[src/hdl/vcr_pkg.sv]
/*
  vcr_pkg: constants and carrier types of the voice codec control register bank.
  Assumes one 40 MHz clock that also serves as the codec master clock.
*/
package vcr_pkg;

  // ----------------------------------------------------------------
  // clock
  // ----------------------------------------------------------------
  localparam int unsigned CLK_HZ = 40_000_000;

  // ----------------------------------------------------------------
  // register indices (byte address = 4 * index)
  // ----------------------------------------------------------------
  localparam logic [7:0] IDX_TX_SETUP = 8'h40;
  localparam logic [7:0] IDX_SETUP    = 8'h58;
  localparam logic [7:0] IDX_PATH     = 8'h59;
  localparam logic [7:0] IDX_GAIN1    = 8'h5A;
  localparam logic [7:0] IDX_GAIN2    = 8'h5B;
  localparam logic [7:0] IDX_FREQ_HI  = 8'h5C;
  localparam logic [7:0] IDX_FREQ_LO  = 8'h5D;
  localparam logic [7:0] IDX_SMP_LO   = 8'h5E;
  localparam logic [7:0] IDX_SMP_HI   = 8'h5F;
  localparam logic [7:0] IDX_DIV      = 8'h60;
  localparam logic [7:0] IDX_DW_LAST  = 8'h7F;

  // ----------------------------------------------------------------
  // field positions, masks and reset values
  // ----------------------------------------------------------------
  localparam int unsigned AMP_LSB     = 4;
  localparam int unsigned GAIN_DIS    = 3;
  localparam int unsigned MUTE_BIT    = 1;
  localparam int unsigned MIC_BIT     = 0;
  localparam int unsigned HPF_BIT     = 4;
  localparam int unsigned CODEC_BIT   = 3;
  localparam int unsigned SIDE_BIT    = 2;
  localparam int unsigned RING_BIT    = 1;
  localparam int unsigned TXS_BIT     = 0;
  localparam int unsigned DW_MAP_BIT  = 5;
  localparam logic [7:0]  SETUP_MASK  = 8'h3B;
  localparam logic [7:0]  PATH_MASK   = 8'h1F;
  localparam logic [7:0]  FHI_MASK    = 8'h1F;
  localparam logic [7:0]  SHI_MASK    = 8'h3F;
  localparam logic [7:0]  TXS_MASK    = 8'h20;
  localparam logic [7:0]  REG_RST     = 8'h00;
  localparam logic [1:0]  AMP_EAR     = 2'h1;
  localparam logic [1:0]  AMP_SPK     = 2'h2;

  // ----------------------------------------------------------------
  // sample clock divider
  // ----------------------------------------------------------------
  localparam int unsigned RATIO_OFS   = 4;
  localparam logic [3:0]  RATIO_MAXC  = 4'hC;
  localparam int unsigned SAMPLE_MUL  = 16;
  localparam int unsigned SYM_SAMPLES = 8;

  typedef struct packed {
    logic       ear_en;
    logic       spk_en;
    logic       out_6db;
    logic       in_mute;
    logic       second_microphone_sel;
    logic       hpf_bypass;
    logic       codec_en;
    logic       sidetone_en;
    logic       ring_en;
    logic       tx_sig_en;
    logic [3:0] in_gain;
    logic [3:0] out_atten;
    logic [3:0] tone_atten;
    logic [3:0] side_atten;
    logic [12:0] ring_freq;
  } vcr_ctrl_t;

  typedef struct packed {
    logic        valid;
    logic [13:0] data;
  } vcr_smp_t;

  typedef struct packed {
    logic       valid;
    logic [4:0] addr;
    logic [7:0] data;
  } vcr_dw_t;

  typedef struct packed {
    logic tx_sample;
    logic tx_symbol;
    logic rx_sample;
  } vcr_rates_t;

endpackage

[src/hdl/vcr_ahb_slave.sv]
/*
  vcr_ahb_slave: AHB-Lite slave front end that turns bus transfers into byte
  register writes and reads by word index. Assumes it is the only slave, so
  hready comes back from its own hreadyout, and single word transfers.
*/
`timescale 1ns/1ps
module vcr_ahb_slave (
  // clock and reset
  input  wire logic        sys_clk,
  input  wire logic        sys_rst,
  // ahb-lite
  input  wire logic        hsel,
  input  wire logic [31:0] haddr,
  input  wire logic [1:0]  htrans,
  input  wire logic        hwrite,
  input  wire logic [2:0]  hsize,
  input  wire logic [31:0] hwdata,
  input  wire logic        hready,
  output logic             hreadyout,
  output logic             hresp,
  output logic [31:0]      hrdata,
  // register side
  output logic             wr_en,
  output logic [7:0]       wr_idx,
  output logic [7:0]       wr_data,
  output logic [7:0]       rd_idx,
  input  wire logic [7:0]  rd_data
);
  import vcr_pkg::*;

  typedef struct packed {
    logic        ph_valid;
    logic        ph_write;
    logic        ph_wait;
    logic [7:0]  ph_idx;
    logic [31:0] rdata;
  } vcr_ahb_st_t;

  vcr_ahb_st_t s_q;
  vcr_ahb_st_t s_d;
  logic        take;

  // size is always a word here; the field is accepted but not checked
  assign take = hsel & htrans[1] & (hsize == 3'h2 || hsize != 3'h2);

  always_comb begin
    s_d = s_q;
    if (s_q.ph_wait) begin
      // one wait state lets a write just before this read land first
      s_d.rdata   = {24'h000000, rd_data};
      s_d.ph_wait = 1'b0;
    end else if (hready) begin
      s_d.ph_valid = take;
      s_d.ph_write = hwrite;
      s_d.ph_idx   = haddr[9:2];
      s_d.ph_wait  = take & ~hwrite;
    end
  end

  always_ff @(posedge sys_clk) begin
    if (sys_rst) begin
      s_q <= '0;
    end else begin
      s_q <= s_d;
    end
  end

  assign hreadyout = ~s_q.ph_wait;
  assign hresp     = 1'b0;
  assign hrdata    = s_q.rdata;
  assign wr_en     = s_q.ph_valid & s_q.ph_write;
  assign wr_idx    = s_q.ph_idx;
  assign wr_data   = hwdata[7:0];
  assign rd_idx    = s_q.ph_idx;

endmodule

[src/hdl/vcr_rate_div.sv]
/*
  vcr_rate_div: sample and symbol enable pulses for one path from a 4-bit
  ratio code. Assumes the system clock is the master clock.
*/
`timescale 1ns/1ps
module vcr_rate_div #(
  parameter int unsigned CW = 8
) (
  // clock and reset
  input  wire logic       sys_clk,
  input  wire logic       sys_rst,
  // control and enables
  input  wire logic [3:0] ratio_code,
  output logic            sample_en,
  output logic            symbol_en
);
  import vcr_pkg::*;

  typedef struct packed {
    logic [CW-1:0] cnt;
    logic [2:0]    sub;
    logic          smp;
    logic          sym;
  } vcr_div_st_t;

  vcr_div_st_t s_q;
  vcr_div_st_t s_d;
  logic [3:0]    code;
  logic [CW-1:0] last;

  // reserved codes run at the slowest legal ratio
  assign code = (ratio_code > RATIO_MAXC) ? RATIO_MAXC : ratio_code;
  assign last = CW'((32'(code) + RATIO_OFS) * SAMPLE_MUL - 1); // RL18

  always_comb begin
    s_d     = s_q;
    s_d.smp = 1'b0;
    s_d.sym = 1'b0;
    if (s_q.cnt >= last) begin
      s_d.cnt = '0;
      s_d.smp = 1'b1;
      s_d.sub = s_q.sub + 3'h1;
      s_d.sym = (32'(s_q.sub) == SYM_SAMPLES - 1); // RL18
    end else begin
      s_d.cnt = s_q.cnt + CW'(1);
    end
  end

  always_ff @(posedge sys_clk) begin
    if (sys_rst) begin
      s_q <= '0;
    end else begin
      s_q <= s_d;
    end
  end

  assign sample_en = s_q.smp;
  assign symbol_en = s_q.sym;

endmodule

[src/hdl/vcr_codec_regs.sv]
/*
  vcr_codec_regs: voice codec control register bank behind an AHB-Lite slave.
  Drives amplifier, gain, path enables, ring tone frequency, decode samples,
  path sample rate enables and transmit filter direct-write strobes.
  Assumes the analogue codec sits outside and the system clock is the master
  clock; encode samples arrive as one-cycle valid strobes.
*/
// Decided for this implementation: the AHB-Lite interface to the registers.
// What this block does
// RL1: amplifier field codes none, earpiece, speaker; code three reserved.
// RL2: never both output amplifiers enabled at the same time.
// RL3: unselected amplifier powers down with no extra write.
// RL4: gain disable bit clear gives 6 dB, set gives 0 dB.
// RL5: input mute bit set silences the analogue input to encode.
// RL6: microphone bit clear picks first microphone, set picks second.
// RL7: high-pass disable bit set bypasses voice high-pass filtering.
// RL8: codec enable set runs the data path; clear powers it down.
// RL9: sidetone enable adds scaled input into decode output only while set.
// RL10: ring tone enable turns the tone generator on and off.
// RL11: transmit enable passes voice onto the decode path only while set.
// RL12: input gain nibble 1.5 dB steps up; output nibble 2 dB steps down.
// RL13: tone gain 2 dB steps down; sidetone -12.5 dB down 1 dB steps.
// RL14: 13-bit tone value over 2.048 gives hertz; high five, low eight.
// RL15: writing the 14-bit sample delivers it to the decode path.
// RL16: reading the sample port returns latest encode sample.
// RL17: divider register reachable only while transmit setup bit 5 clear.
// RL18: divider nibbles give ratio code plus four; sample and symbol clocks.
// RL19: with bit 5 set the divider range maps to direct-write points.
// RL20: host writes zero to unused bits and avoids reserved codes.
// RL21: fields take effect on the edge ending the host write.
`timescale 1ns/1ps
module vcr_codec_regs #(
  parameter int unsigned DIV_CW = 8
) (
  // clock and reset
  input  wire logic               sys_clk,
  input  wire logic               sys_rst,
  // ahb-lite register bus
  input  wire logic               hsel,
  input  wire logic [31:0]        haddr,
  input  wire logic [1:0]         htrans,
  input  wire logic               hwrite,
  input  wire logic [2:0]         hsize,
  input  wire logic [31:0]        hwdata,
  input  wire logic               hready,
  output logic                    hreadyout,
  output logic                    hresp,
  output logic [31:0]             hrdata,
  // analogue codec controls
  output vcr_pkg::vcr_ctrl_t      codec_ctrl,
  // voice samples
  output vcr_pkg::vcr_smp_t       dec_sample,
  input  wire vcr_pkg::vcr_smp_t  enc_sample,
  // transmit filter direct write
  output vcr_pkg::vcr_dw_t        direct_write,
  // path rate enables
  output vcr_pkg::vcr_rates_t     path_rates
);
  import vcr_pkg::*;

  // ----------------------------------------------------------------
  // state
  // ----------------------------------------------------------------
  typedef struct packed {
    logic [7:0]  setup;
    logic [7:0]  path;
    logic [7:0]  gain1;
    logic [7:0]  gain2;
    logic [7:0]  freq_hi;
    logic [7:0]  freq_lo;
    logic [7:0]  smp_lo;
    logic [7:0]  div;
    logic [7:0]  tx_setup;
    logic [13:0] enc_smp;
    vcr_ctrl_t   ctrl;
    vcr_smp_t    dec;
    vcr_dw_t     dw;
  } vcr_st_t;

  vcr_st_t    s_q;
  vcr_st_t    s_d;

  // the output stage leaves reset at 6 dB, since the gain disable bit resets clear
  localparam vcr_ctrl_t CTRL_RST = '{out_6db: 1'b1, default: '0}; // RL4
  localparam vcr_st_t   ST_RST   = '{ctrl: CTRL_RST, default: '0};

  logic       wr_en;
  logic [7:0] wr_idx;
  logic [7:0] wr_data;
  logic [7:0] rd_idx;
  logic [7:0] rd_data;
  logic       tx_sym;

  // ----------------------------------------------------------------
  // decode helpers
  // ----------------------------------------------------------------

  // true when an index falls in the direct-write window
  function automatic logic in_dw_window(
    input logic [7:0] idx,
    input logic [7:0] txs
  );
    in_dw_window = txs[DW_MAP_BIT] && idx >= IDX_DIV && idx <= IDX_DW_LAST;
  endfunction

  // analogue control word from the raw register images
  function automatic vcr_ctrl_t decode_ctrl(
    input logic [7:0] setup,
    input logic [7:0] path,
    input logic [7:0] gain1,
    input logic [7:0] gain2,
    input logic [7:0] fhi,
    input logic [7:0] flo
  );
    vcr_ctrl_t  c;
    logic [1:0] amp;
    c   = '0;
    amp = setup[AMP_LSB +: 2];
    // reserved code three falls through to none, so only one driver can run
    c.ear_en      = (amp == AMP_EAR); // RL1 RL2 RL3
    c.spk_en      = (amp == AMP_SPK); // RL1 RL2 RL3
    c.out_6db     = ~setup[GAIN_DIS]; // RL4
    c.in_mute     = setup[MUTE_BIT]; // RL5
    c.second_microphone_sel    = setup[MIC_BIT]; // RL6
    c.hpf_bypass  = path[HPF_BIT]; // RL7
    c.codec_en    = path[CODEC_BIT]; // RL8
    c.sidetone_en = path[SIDE_BIT]; // RL9
    c.ring_en     = path[RING_BIT]; // RL10
    c.tx_sig_en   = path[TXS_BIT]; // RL11
    c.in_gain     = gain1[7:4]; // RL12
    c.out_atten   = gain1[3:0]; // RL12
    c.tone_atten  = gain2[7:4]; // RL13
    c.side_atten  = gain2[3:0]; // RL13
    c.ring_freq   = {fhi[4:0], flo}; // RL14
    return c;
  endfunction

  // ----------------------------------------------------------------
  // bus front end
  // ----------------------------------------------------------------
  vcr_ahb_slave u_bus (
    .sys_clk   (sys_clk),
    .sys_rst   (sys_rst),
    .hsel      (hsel),
    .haddr     (haddr),
    .htrans    (htrans),
    .hwrite    (hwrite),
    .hsize     (hsize),
    .hwdata    (hwdata),
    .hready    (hready),
    .hreadyout (hreadyout),
    .hresp     (hresp),
    .hrdata    (hrdata),
    .wr_en     (wr_en),
    .wr_idx    (wr_idx),
    .wr_data   (wr_data),
    .rd_idx    (rd_idx),
    .rd_data   (rd_data)
  );

  // ----------------------------------------------------------------
  // read mux
  // ----------------------------------------------------------------
  always_comb begin
    rd_data = 8'h00;
    if (in_dw_window(rd_idx, s_q.tx_setup)) begin
      // direct-write points are not read back through this bank
      rd_data = 8'h00; // RL19
    end else begin
      unique case (rd_idx)
        IDX_TX_SETUP: rd_data = s_q.tx_setup;
        IDX_SETUP:    rd_data = s_q.setup;
        IDX_PATH:     rd_data = s_q.path;
        IDX_GAIN1:    rd_data = s_q.gain1;
        IDX_GAIN2:    rd_data = s_q.gain2;
        IDX_FREQ_HI:  rd_data = s_q.freq_hi;
        IDX_FREQ_LO:  rd_data = s_q.freq_lo;
        IDX_SMP_LO:   rd_data = s_q.enc_smp[7:0]; // RL16
        IDX_SMP_HI:   rd_data = {2'b00, s_q.enc_smp[13:8]}; // RL16
        IDX_DIV:      rd_data = s_q.div; // RL17
        default:      rd_data = 8'h00;
      endcase
    end
  end

  // ----------------------------------------------------------------
  // register writes and sample capture
  // ----------------------------------------------------------------
  always_comb begin
    s_d           = s_q;
    s_d.dec.valid = 1'b0;
    s_d.dw.valid  = 1'b0;

    // a powered-down codec produces no fresh encode samples
    if (enc_sample.valid && s_q.ctrl.codec_en) begin
      s_d.enc_smp = enc_sample.data; // RL8 RL16
    end

    if (wr_en) begin
      if (in_dw_window(wr_idx, s_q.tx_setup)) begin
        s_d.dw.valid = 1'b1; // RL19
        s_d.dw.addr  = wr_idx[4:0];
        s_d.dw.data  = wr_data;
      end else begin
        // unused bits are masked so a careless host cannot set them
        unique case (wr_idx)
          IDX_TX_SETUP: s_d.tx_setup = wr_data & TXS_MASK;
          IDX_SETUP:    s_d.setup    = wr_data & SETUP_MASK; // RL20
          IDX_PATH:     s_d.path     = wr_data & PATH_MASK;
          IDX_GAIN1:    s_d.gain1    = wr_data;
          IDX_GAIN2:    s_d.gain2    = wr_data;
          IDX_FREQ_HI:  s_d.freq_hi  = wr_data & FHI_MASK; // RL14
          IDX_FREQ_LO:  s_d.freq_lo  = wr_data; // RL14
          IDX_SMP_LO:   s_d.smp_lo   = wr_data; // RL15
          IDX_SMP_HI: begin
            // the high byte completes the sample and hands it on
            s_d.dec.data  = {wr_data[5:0], s_q.smp_lo}; // RL15
            s_d.dec.valid = s_q.ctrl.codec_en & s_q.ctrl.tx_sig_en; // RL11
          end
          IDX_DIV:      s_d.div      = wr_data; // RL17
          default: begin
          end
        endcase
      end
    end

    // outputs follow the register images on the same edge
    s_d.ctrl = decode_ctrl(s_d.setup, s_d.path, s_d.gain1, s_d.gain2,
                           s_d.freq_hi, s_d.freq_lo); // RL21
  end

  always_ff @(posedge sys_clk) begin
    if (sys_rst) begin
      s_q <= ST_RST;
    end else begin
      s_q <= s_d;
    end
  end

  // ----------------------------------------------------------------
  // path sample clocks
  // ----------------------------------------------------------------
  vcr_rate_div #(
    .CW (DIV_CW)
  ) u_tx_div (
    .sys_clk    (sys_clk),
    .sys_rst    (sys_rst),
    .ratio_code (s_q.div[7:4]),
    .sample_en  (path_rates.tx_sample),
    .symbol_en  (tx_sym)
  ); // RL18

  vcr_rate_div #(
    .CW (DIV_CW)
  ) u_rx_div (
    .sys_clk    (sys_clk),
    .sys_rst    (sys_rst),
    .ratio_code (s_q.div[3:0]),
    .sample_en  (path_rates.rx_sample),
    .symbol_en  ()
  ); // RL18

  assign path_rates.tx_symbol = tx_sym;

  // ----------------------------------------------------------------
  // outputs
  // ----------------------------------------------------------------
  assign codec_ctrl   = s_q.ctrl;
  assign dec_sample   = s_q.dec;
  assign direct_write = s_q.dw;

endmodule

[config.mk]
export PLATFORM = sky130hd
export DESIGN_NAME = vcr_codec_regs
export DESIGN_NICKNAME = d
export VERILOG_FILES = /design/src/hdl/vcr_pkg.sv /design/src/hdl/vcr_ahb_slave.sv /design/src/hdl/vcr_rate_div.sv /design/src/hdl/vcr_codec_regs.sv
export SDC_FILE = /design/constraint.sdc
export NUM_CORES = 1
export LEC_CHECK = 0
export BUFFER_PORTS_ARGS = -buffer_cell sky130_fd_sc_hd__buf_4
export CAP_MARGIN = 5
export CORE_UTILIZATION = 40
export DETAILED_ROUTE_END_ITERATION = 10
export PLACE_DENSITY = 0.74
export SLEW_MARGIN = 20
export SYNTH_ARGS = -nofsm -noshare
export SYNTH_HDL_FRONTEND = slang
export SYNTH_SLANG_ARGS = --single-unit
[constraint.sdc]
create_clock -name sys_clk -period 2.51 [get_ports sys_clk]
set_input_delay 0.3765 -clock sys_clk [delete_from_list [all_inputs] [get_ports sys_clk]]
set_output_delay 0.3765 -clock sys_clk [all_outputs]
set_load 0.01 [all_outputs]
Word level (Yosys, flattened, before mapping)
Index checks and enable logic that the tools add are counted.

operators by class
  add/sub/neg operators = 8
  magnitude comparators = 6
  equality and inequality tests = 16
  mux-type cells = 18
  bitwise gates (word level) = 13
  reductions and logical operators = 16

operators with widths
  cell                                                               count
  2-to-1 mux 70 bit                                                  2
  equality test 8 x 7 -> 1 bit, second input constant                10
  case mux 8 bit (10 select lines)                                   1
  2-to-1 mux 8 bit                                                   6
  adder 8 x 1 -> 8 bit, second input constant                        2
  greater-or-equal comparator 8 bit                                  2
  subtractor 8 x 1 -> 8 bit, second input constant                   2
  2-to-1 mux 14 bit                                                  1
  2-to-1 mux 6 bit                                                   2
  AND reduction 3 bit                                                4
  2-to-1 mux 5 bit                                                   2
  adder 4 x 3 -> 4 bit, second input constant                        2
  greater-or-equal comparator 8 x 7 -> 1 bit, second input constant  1
  greater-than comparator 4 bit, second input constant               2
  <= comparator 8 x 7 -> 1 bit, second input constant                1
  2-to-1 mux 4 bit                                                   2
  inverter 1 bit                                                     8
  OR reduction 2 bit                                                 4
  adder 3 x 1 -> 3 bit, second input constant                        2
  equality test 3 bit, second input constant                         2
  bitwise AND 1 bit                                                  5
  2-to-1 mux 2 bit                                                   2
  AND reduction 2 bit                                                2
  OR reduction 4 bit                                                 1
  7 further kinds                                                    9

word-level totals
  register bits after elaboration = 182
  input bits = 89
  output and inout port bits = 105
  logic and storage cells = 119

Depth between registers and ports, before layout
  depth in word-level cells = 7
  mapped depth = 12
  gate-level depth less buffers = 11

By module
A second synthesis with hierarchy kept.

unflattened totals
  cell total of the unflattened synthesis = 828
  area, all modules = 7762.4 um2

modules (own cells, without submodules)
  module          instances  cells an instance  area an instance (um2)  sequential area each (um2)
  vcr_codec_regs  1          549                5043.6                  2042.0
  vcr_rate_div    2          73                 750.7                   260.2
  vcr_ahb_slave   1          133                1217.4                  380.4

Worst setup path before layout
No wires, ideal clock.

  path kind = register -> register
  start = reg s_q[96] in the netlist's numbering
  end = reg u_tx_div.s_q[10] in the netlist's numbering
  setup time = 0.066 ns
  data arrival time = 2.259 ns
  data required time = 2.444 ns
  slack = 0.186 ns
  stages on the path, launching flop included = 12
  path buffers = 1
  period minus slack after synthesis = 2.324 ns
  cells stage by stage = dfxtp_1 ha_1 nor2b_1 inv_1 ha_1 ha_1 a21o_1 a21oi_1 a21oi_1 or2_2 clkbuf_1 nor2b_1

on the way
  cells in the longest elaborated chain, start to end = 6

ends and longest elaborated chain
  what                                     RTL line               source
  start, declared                          vcr_codec_regs.sv:80   vcr_st_t s_q;
  start signal, assigned                   vcr_codec_regs.sv:234  s_q <= ST_RST;
  start signal, assigned                   vcr_codec_regs.sv:236  s_q <= s_d;
  greater-than comparator 4 bit            vcr_rate_div.sv:32     assign code = (ratio_code > RATIO_MAXC) ? RATIO_MAXC : ratio_code;
  2-to-1 mux 4 bit (*)                     vcr_rate_div.sv:32
  adder 4 x 3 -> 4 bit (*)                 vcr_rate_div.sv:33     assign last = CW'((32'(code) + RATIO_OFS) * SAMPLE_MUL - 1);
  subtractor 8 x 1 -> 8 bit (*)            vcr_rate_div.sv:33
  greater-or-equal comparator 8 bit (*)    vcr_rate_div.sv:39     if (s_q.cnt >= last) begin
  OR reduction 2 bit (no source line) (*)  -
  end signal, assigned                     vcr_rate_div.sv:51     s_q <= '0;
  end signal, assigned                     vcr_rate_div.sv:53     s_q <= s_d;
  end, declared                            vcr_rate_div.sv:26     vcr_div_st_t s_q;

Every way passes the cells marked *; elsewhere a longest branch is shown, timed or not.
A chain may end at the register's enable or synchronous reset.

Worst setup path after layout
  start = reg s_q[97] in the netlist's numbering
  end = reg u_tx_div.s_q[11] in the netlist's numbering

The elaborated chain is that of the path after synthesis.

==> results by group <==
Outcome
  – Status: finished clean

Critical path
  – Path depth of the worst reg2reg path: 10
  – Kind of critical path: reg2reg
  – Worst EP arrival: 2.67 ns
  – Crit-path max FO: 8
  – Setup crit end kind: flop
  – Critical Path Max Stage Delay: 0.33 ns
  – Crit path launch type: flop
  – CP dominant cell by count: ha_1
  – Slowest CP cell: dfxtp_1
  – Worst path required time: 2.86 ns
  – Worst-path cell chain: ha_1 > nor2b_1 > inv_1 > ha_1 > ha_1 > a21o_1 > a21oi_1 > a21oi_2 > or2_4 > nor2_1

Timing
  – Pins over their slew limit: 0
  – Final critical-path share of the clock period: 92.4%
  – Period minus WS final: 2.32 ns
  – Sum Neg Setup Slack: 0 ns
  – Slew @ Worst Pin: 0.618 ns
  – Clock skew: slightly below 0.005 ns
  – Slew HR: 58.7%
  – Setup violators final: 0
  – Highest Clock Rate: 431 MHz
  – Final Hold Vio Count: 0
  – RSZ-0062 raised after global routing: false

Route
  – Vias per inst: 4.97
  – First-iteration detailed-routing DRC count: 358
  – DRC: 0
  – Final ANT Viol Nets: 0
  – DR WL/cell: 16.1 microns
  – Pre-antenna DRT Iters: 6
  – Final WL: 16600 microns
  – Vias: 5154

Clock network
  – Clock tree root driver cell: clkbuf_16
  – # Post-CTS Setup Buffers: 0
  – Inserted Clock Buffers: 17
  – CTS H-tree lvls: 4
  – CTS tree: yes
  – Clk_lat worst skew: 0.42 ns
  – Reg clk slew, reported paths: about 0.06 ns
  – Clock sink total: 143
  – Bufs on Longest Clock Path: 2

Placement
  – Cell Area, Placed: ~0.0073 sq mm
  – Port buffer count: 116
  – Placed cells: around 1000
  – RD Place Congestion: 0.833
  – DP HPWL: 11800 microns

Cells and area
  – Final Util: 47.3%
  – Post-Layout Cell Count: 1036
  – Final Cell Area: 0.00791 sq mm
  – Fraction of layout cells with a size suffix above 1: 22.4%
  – Area growth, synth to finish: 15.1%
  – Fin nets: just over 900
  – Antenna Diode Count: 0

Run
  – Max-Cap Viols: 0

Power
  – Pleak: 3.37 nW
  – PwrDens: 644 mW/mm^2
  – Worst-case vdd ir drop: 450 uV

Global routing
  – Vias in the first global route: approximately 4700
  – Met2 Usage GRT: 30.5%
  – Gr usage total: 19.3%
  – First-pass GRT wire length: 26000 microns
  – GRT busiest layer: met2
  – Grt met1 use: 24.9%
  – Met3 Resource Use GR: ~5.8%
  – Largest net degree at the start of global routing: 56
  – Antenna violations before repair: 0
  – Gr ovfl total: 0

Synthesis
  – Ys Warns: 0
  – Cells after Synth: 773
  – Post-Syn Area: 0.00687 sq mm
  – Syn avg cell area: 8.88 sq um
  – Netlist cell types: 50
  – Post-synthesis register bit count: 143
  – Post-synthesis sequential area ratio: between 40% and 50%

Die
  – Die width: ~130 microns
  – Chip height: 133 microns
  – I/O Pins: 194
  – Starting Density: between 40% and 50%
  – # rows: 47
  – Die footprint: 0.0177 sq mm
  – Core ar.: 0.0167 sq mm

Min path
  – Hold depth: 2
  – HP Class: in2reg
flip-flops by register name, indices dropped and copies added (netlist names):
name / count
s_q: 69
dec_sample: 15
direct_write: 14
u_tx_div.s_q: 11
u_bus.hrdata: 8
u_bus.rd_idx: 8
u_rx_div.s_q: 8
codec_ctrl: 4
u_bus.s_q: 3
u_rx_div.sample_en: 1
u_tx_div.sample_en: 1
u_tx_div.symbol_en: 1
layer usage:
layer / routed length (microns) / vias up / share of wire, %
met5: 0 / - / 0
met3: 1050 / 26 / 6.3
met4: 289 / 0 / 1.7
li1: - / 2536 / -
met2: 7790 / 182 / 47
met1: 7510 / 2410 / 45
synthesized netlist by cell type, drive strengths merged:
| cell type | n | area [sq um] |
|---|---|---|
| mux4 | 1 | 22.5 |
| xor2 | 8 | 70.1 |
| nand2 | 91 | 342 |
| a32oi | 2 | 17.5 |
| a21o | 4 | 30.0 |
| a21boi | 2 | 15.0 |
| mux2i | 82 | 821 |
| o21ai | 10 | 50.1 |
| o22ai | 2 | 12.5 |
| o221ai | 1 | 8.76 |
| or4b | 2 | 20.0 |
| a41oi | 2 | 17.5 |
| nor3 | 7 | 73.8 |
| inv | 5 | 18.8 |
| conb | 1 | 3.75 |
| xnor2 | 9 | 78.8 |
| nand3b | 4 | 30.0 |
| and4 | 3 | 26.3 |
| dfxtp | 143 | 2860 |
| or3 | 2 | 17.5 |
| a221oi | 6 | 52.6 |
| or2 | 4 | 25.0 |
| mux2 | 5 | 56.3 |
| or4 | 1 | 11.3 |
| nor2b | 12 | 75.1 |
| a21oi | 53 | 265 |
| or3b | 2 | 17.5 |
| a22oi | 7 | 52.6 |
| clkbuf | 34 | 128 |
| nand4 | 8 | 50.1 |
| a31oi | 1 | 6.26 |
| ha | 16 | 200 |
| a211o | 2 | 17.5 |
| nand2b | 6 | 37.5 |
| nand3 | 11 | 55.1 |
| and4b | 2 | 20.0 |
| nand4b | 2 | 17.5 |
| and2 | 3 | 18.8 |
| and3 | 2 | 12.5 |
| nor2 | 103 | 387 |
| buf | 112 | 825 |
kinds of logic (layout without fill, tap and decap cells):
group | after synthesis | after routing | share of synthesized area, %
flops | 143 | 143 | 41.7
mux | 88 | 88 | 13.1
simple gates | 265 | 265 | 18.0
xor+xnor | 17 | 17 | 2.17
compound gates | 92 | 92 | 7.94
other cells | 1 | 25 | 0.0546
fa+ha+maj | 16 | 16 | 2.91
buf+inv | 151 | 170 | 14.1
timing repair:
item	in CTS	in global routing
gates resized for setup	0	3
endpoints found under the setup margin	0	13
hold buffers	0	0
critical path: cells and delay by family (launching register included):
kind	cells	cell delay [ns]
compound gates	3	0.50
buf+inv	1	0.06
flops	1	0.33
simple gates	3	0.59
fa+ha+maj	3	0.77
per-stage QoR:
stage                     total power [W]  hold WS [ns]  worst slack, ns
after floorplan                   0.00252         0.426            0.186
after global placement            0.00258         0.441            0.136
after detailed placement          0.00258         0.449           0.0625
after CTS                         0.00514         0.105           0.0393
after global routing              0.00527         0.112           0.0430
final                             0.00509         0.124            0.191
layout make-up:
class | count | area [sq um]
Sequential cell | 143 | 2860
Timing Repair Buffer | 134 | 1020
Clock inverter | 10 | 138
Tap cell | 220 | 275
Clock buffer | 21 | 460
Fill cell | 1592 | 8790
Multi-Input combinational cell | 503 | 3130
Inverter | 5 | 18.8
placed cells by master, fill, tap and decap left out, types with 5 or more instances in the layout:
| master | synthesis | layout |
|---|---|---|
| a21oi_1 | 53 | 52 |
| a221oi_1 | 6 | 6 |
| a22oi_1 | 7 | 7 |
| buf_4 | 104 | 133 |
| clkbuf_16 | 0 | 17 |
| conb_1 | 1 | 25 |
| dfxtp_1 | 143 | 143 |
| ha_1 | 16 | 16 |
| inv_1 | 5 | 5 |
| mux2_2 | 5 | 5 |
| mux2i_1 | 82 | 82 |
| nand2_1 | 91 | 91 |
| nand2b_1 | 6 | 5 |
| nand3_1 | 11 | 11 |
| nand4_1 | 8 | 8 |
| nor2_1 | 103 | 103 |
| nor2b_1 | 12 | 12 |
| o21ai_0 | 10 | 10 |
| xnor2_1 | 9 | 9 |
| xor2_1 | 8 | 8 |
power by group:
group | switching, W | leakage [nW] | internal (W) | total (W)
Sequential | 0.0000247 | 1.15 | 0.00229 | 0.00231
Clock | 0.000943 | 0.289 | 0.00161 | 0.00255
Combinational | 0.000144 | 1.93 | 0.0000821 | 0.000226
worst paths after layout:
path | startpoint | endpoint | slack [ns]
setup / recovery | s_q[97] | u_tx_div.s_q[11] | 0.19
hold / removal | hwrite | u_bus.s_q[40] | 0.12
setup reg to reg | s_q[97] | u_tx_div.s_q[11] | 0.19
hold reg to reg | direct_write[0] | direct_write[0] | 0.46
Power figures use the tool's default switching activity.
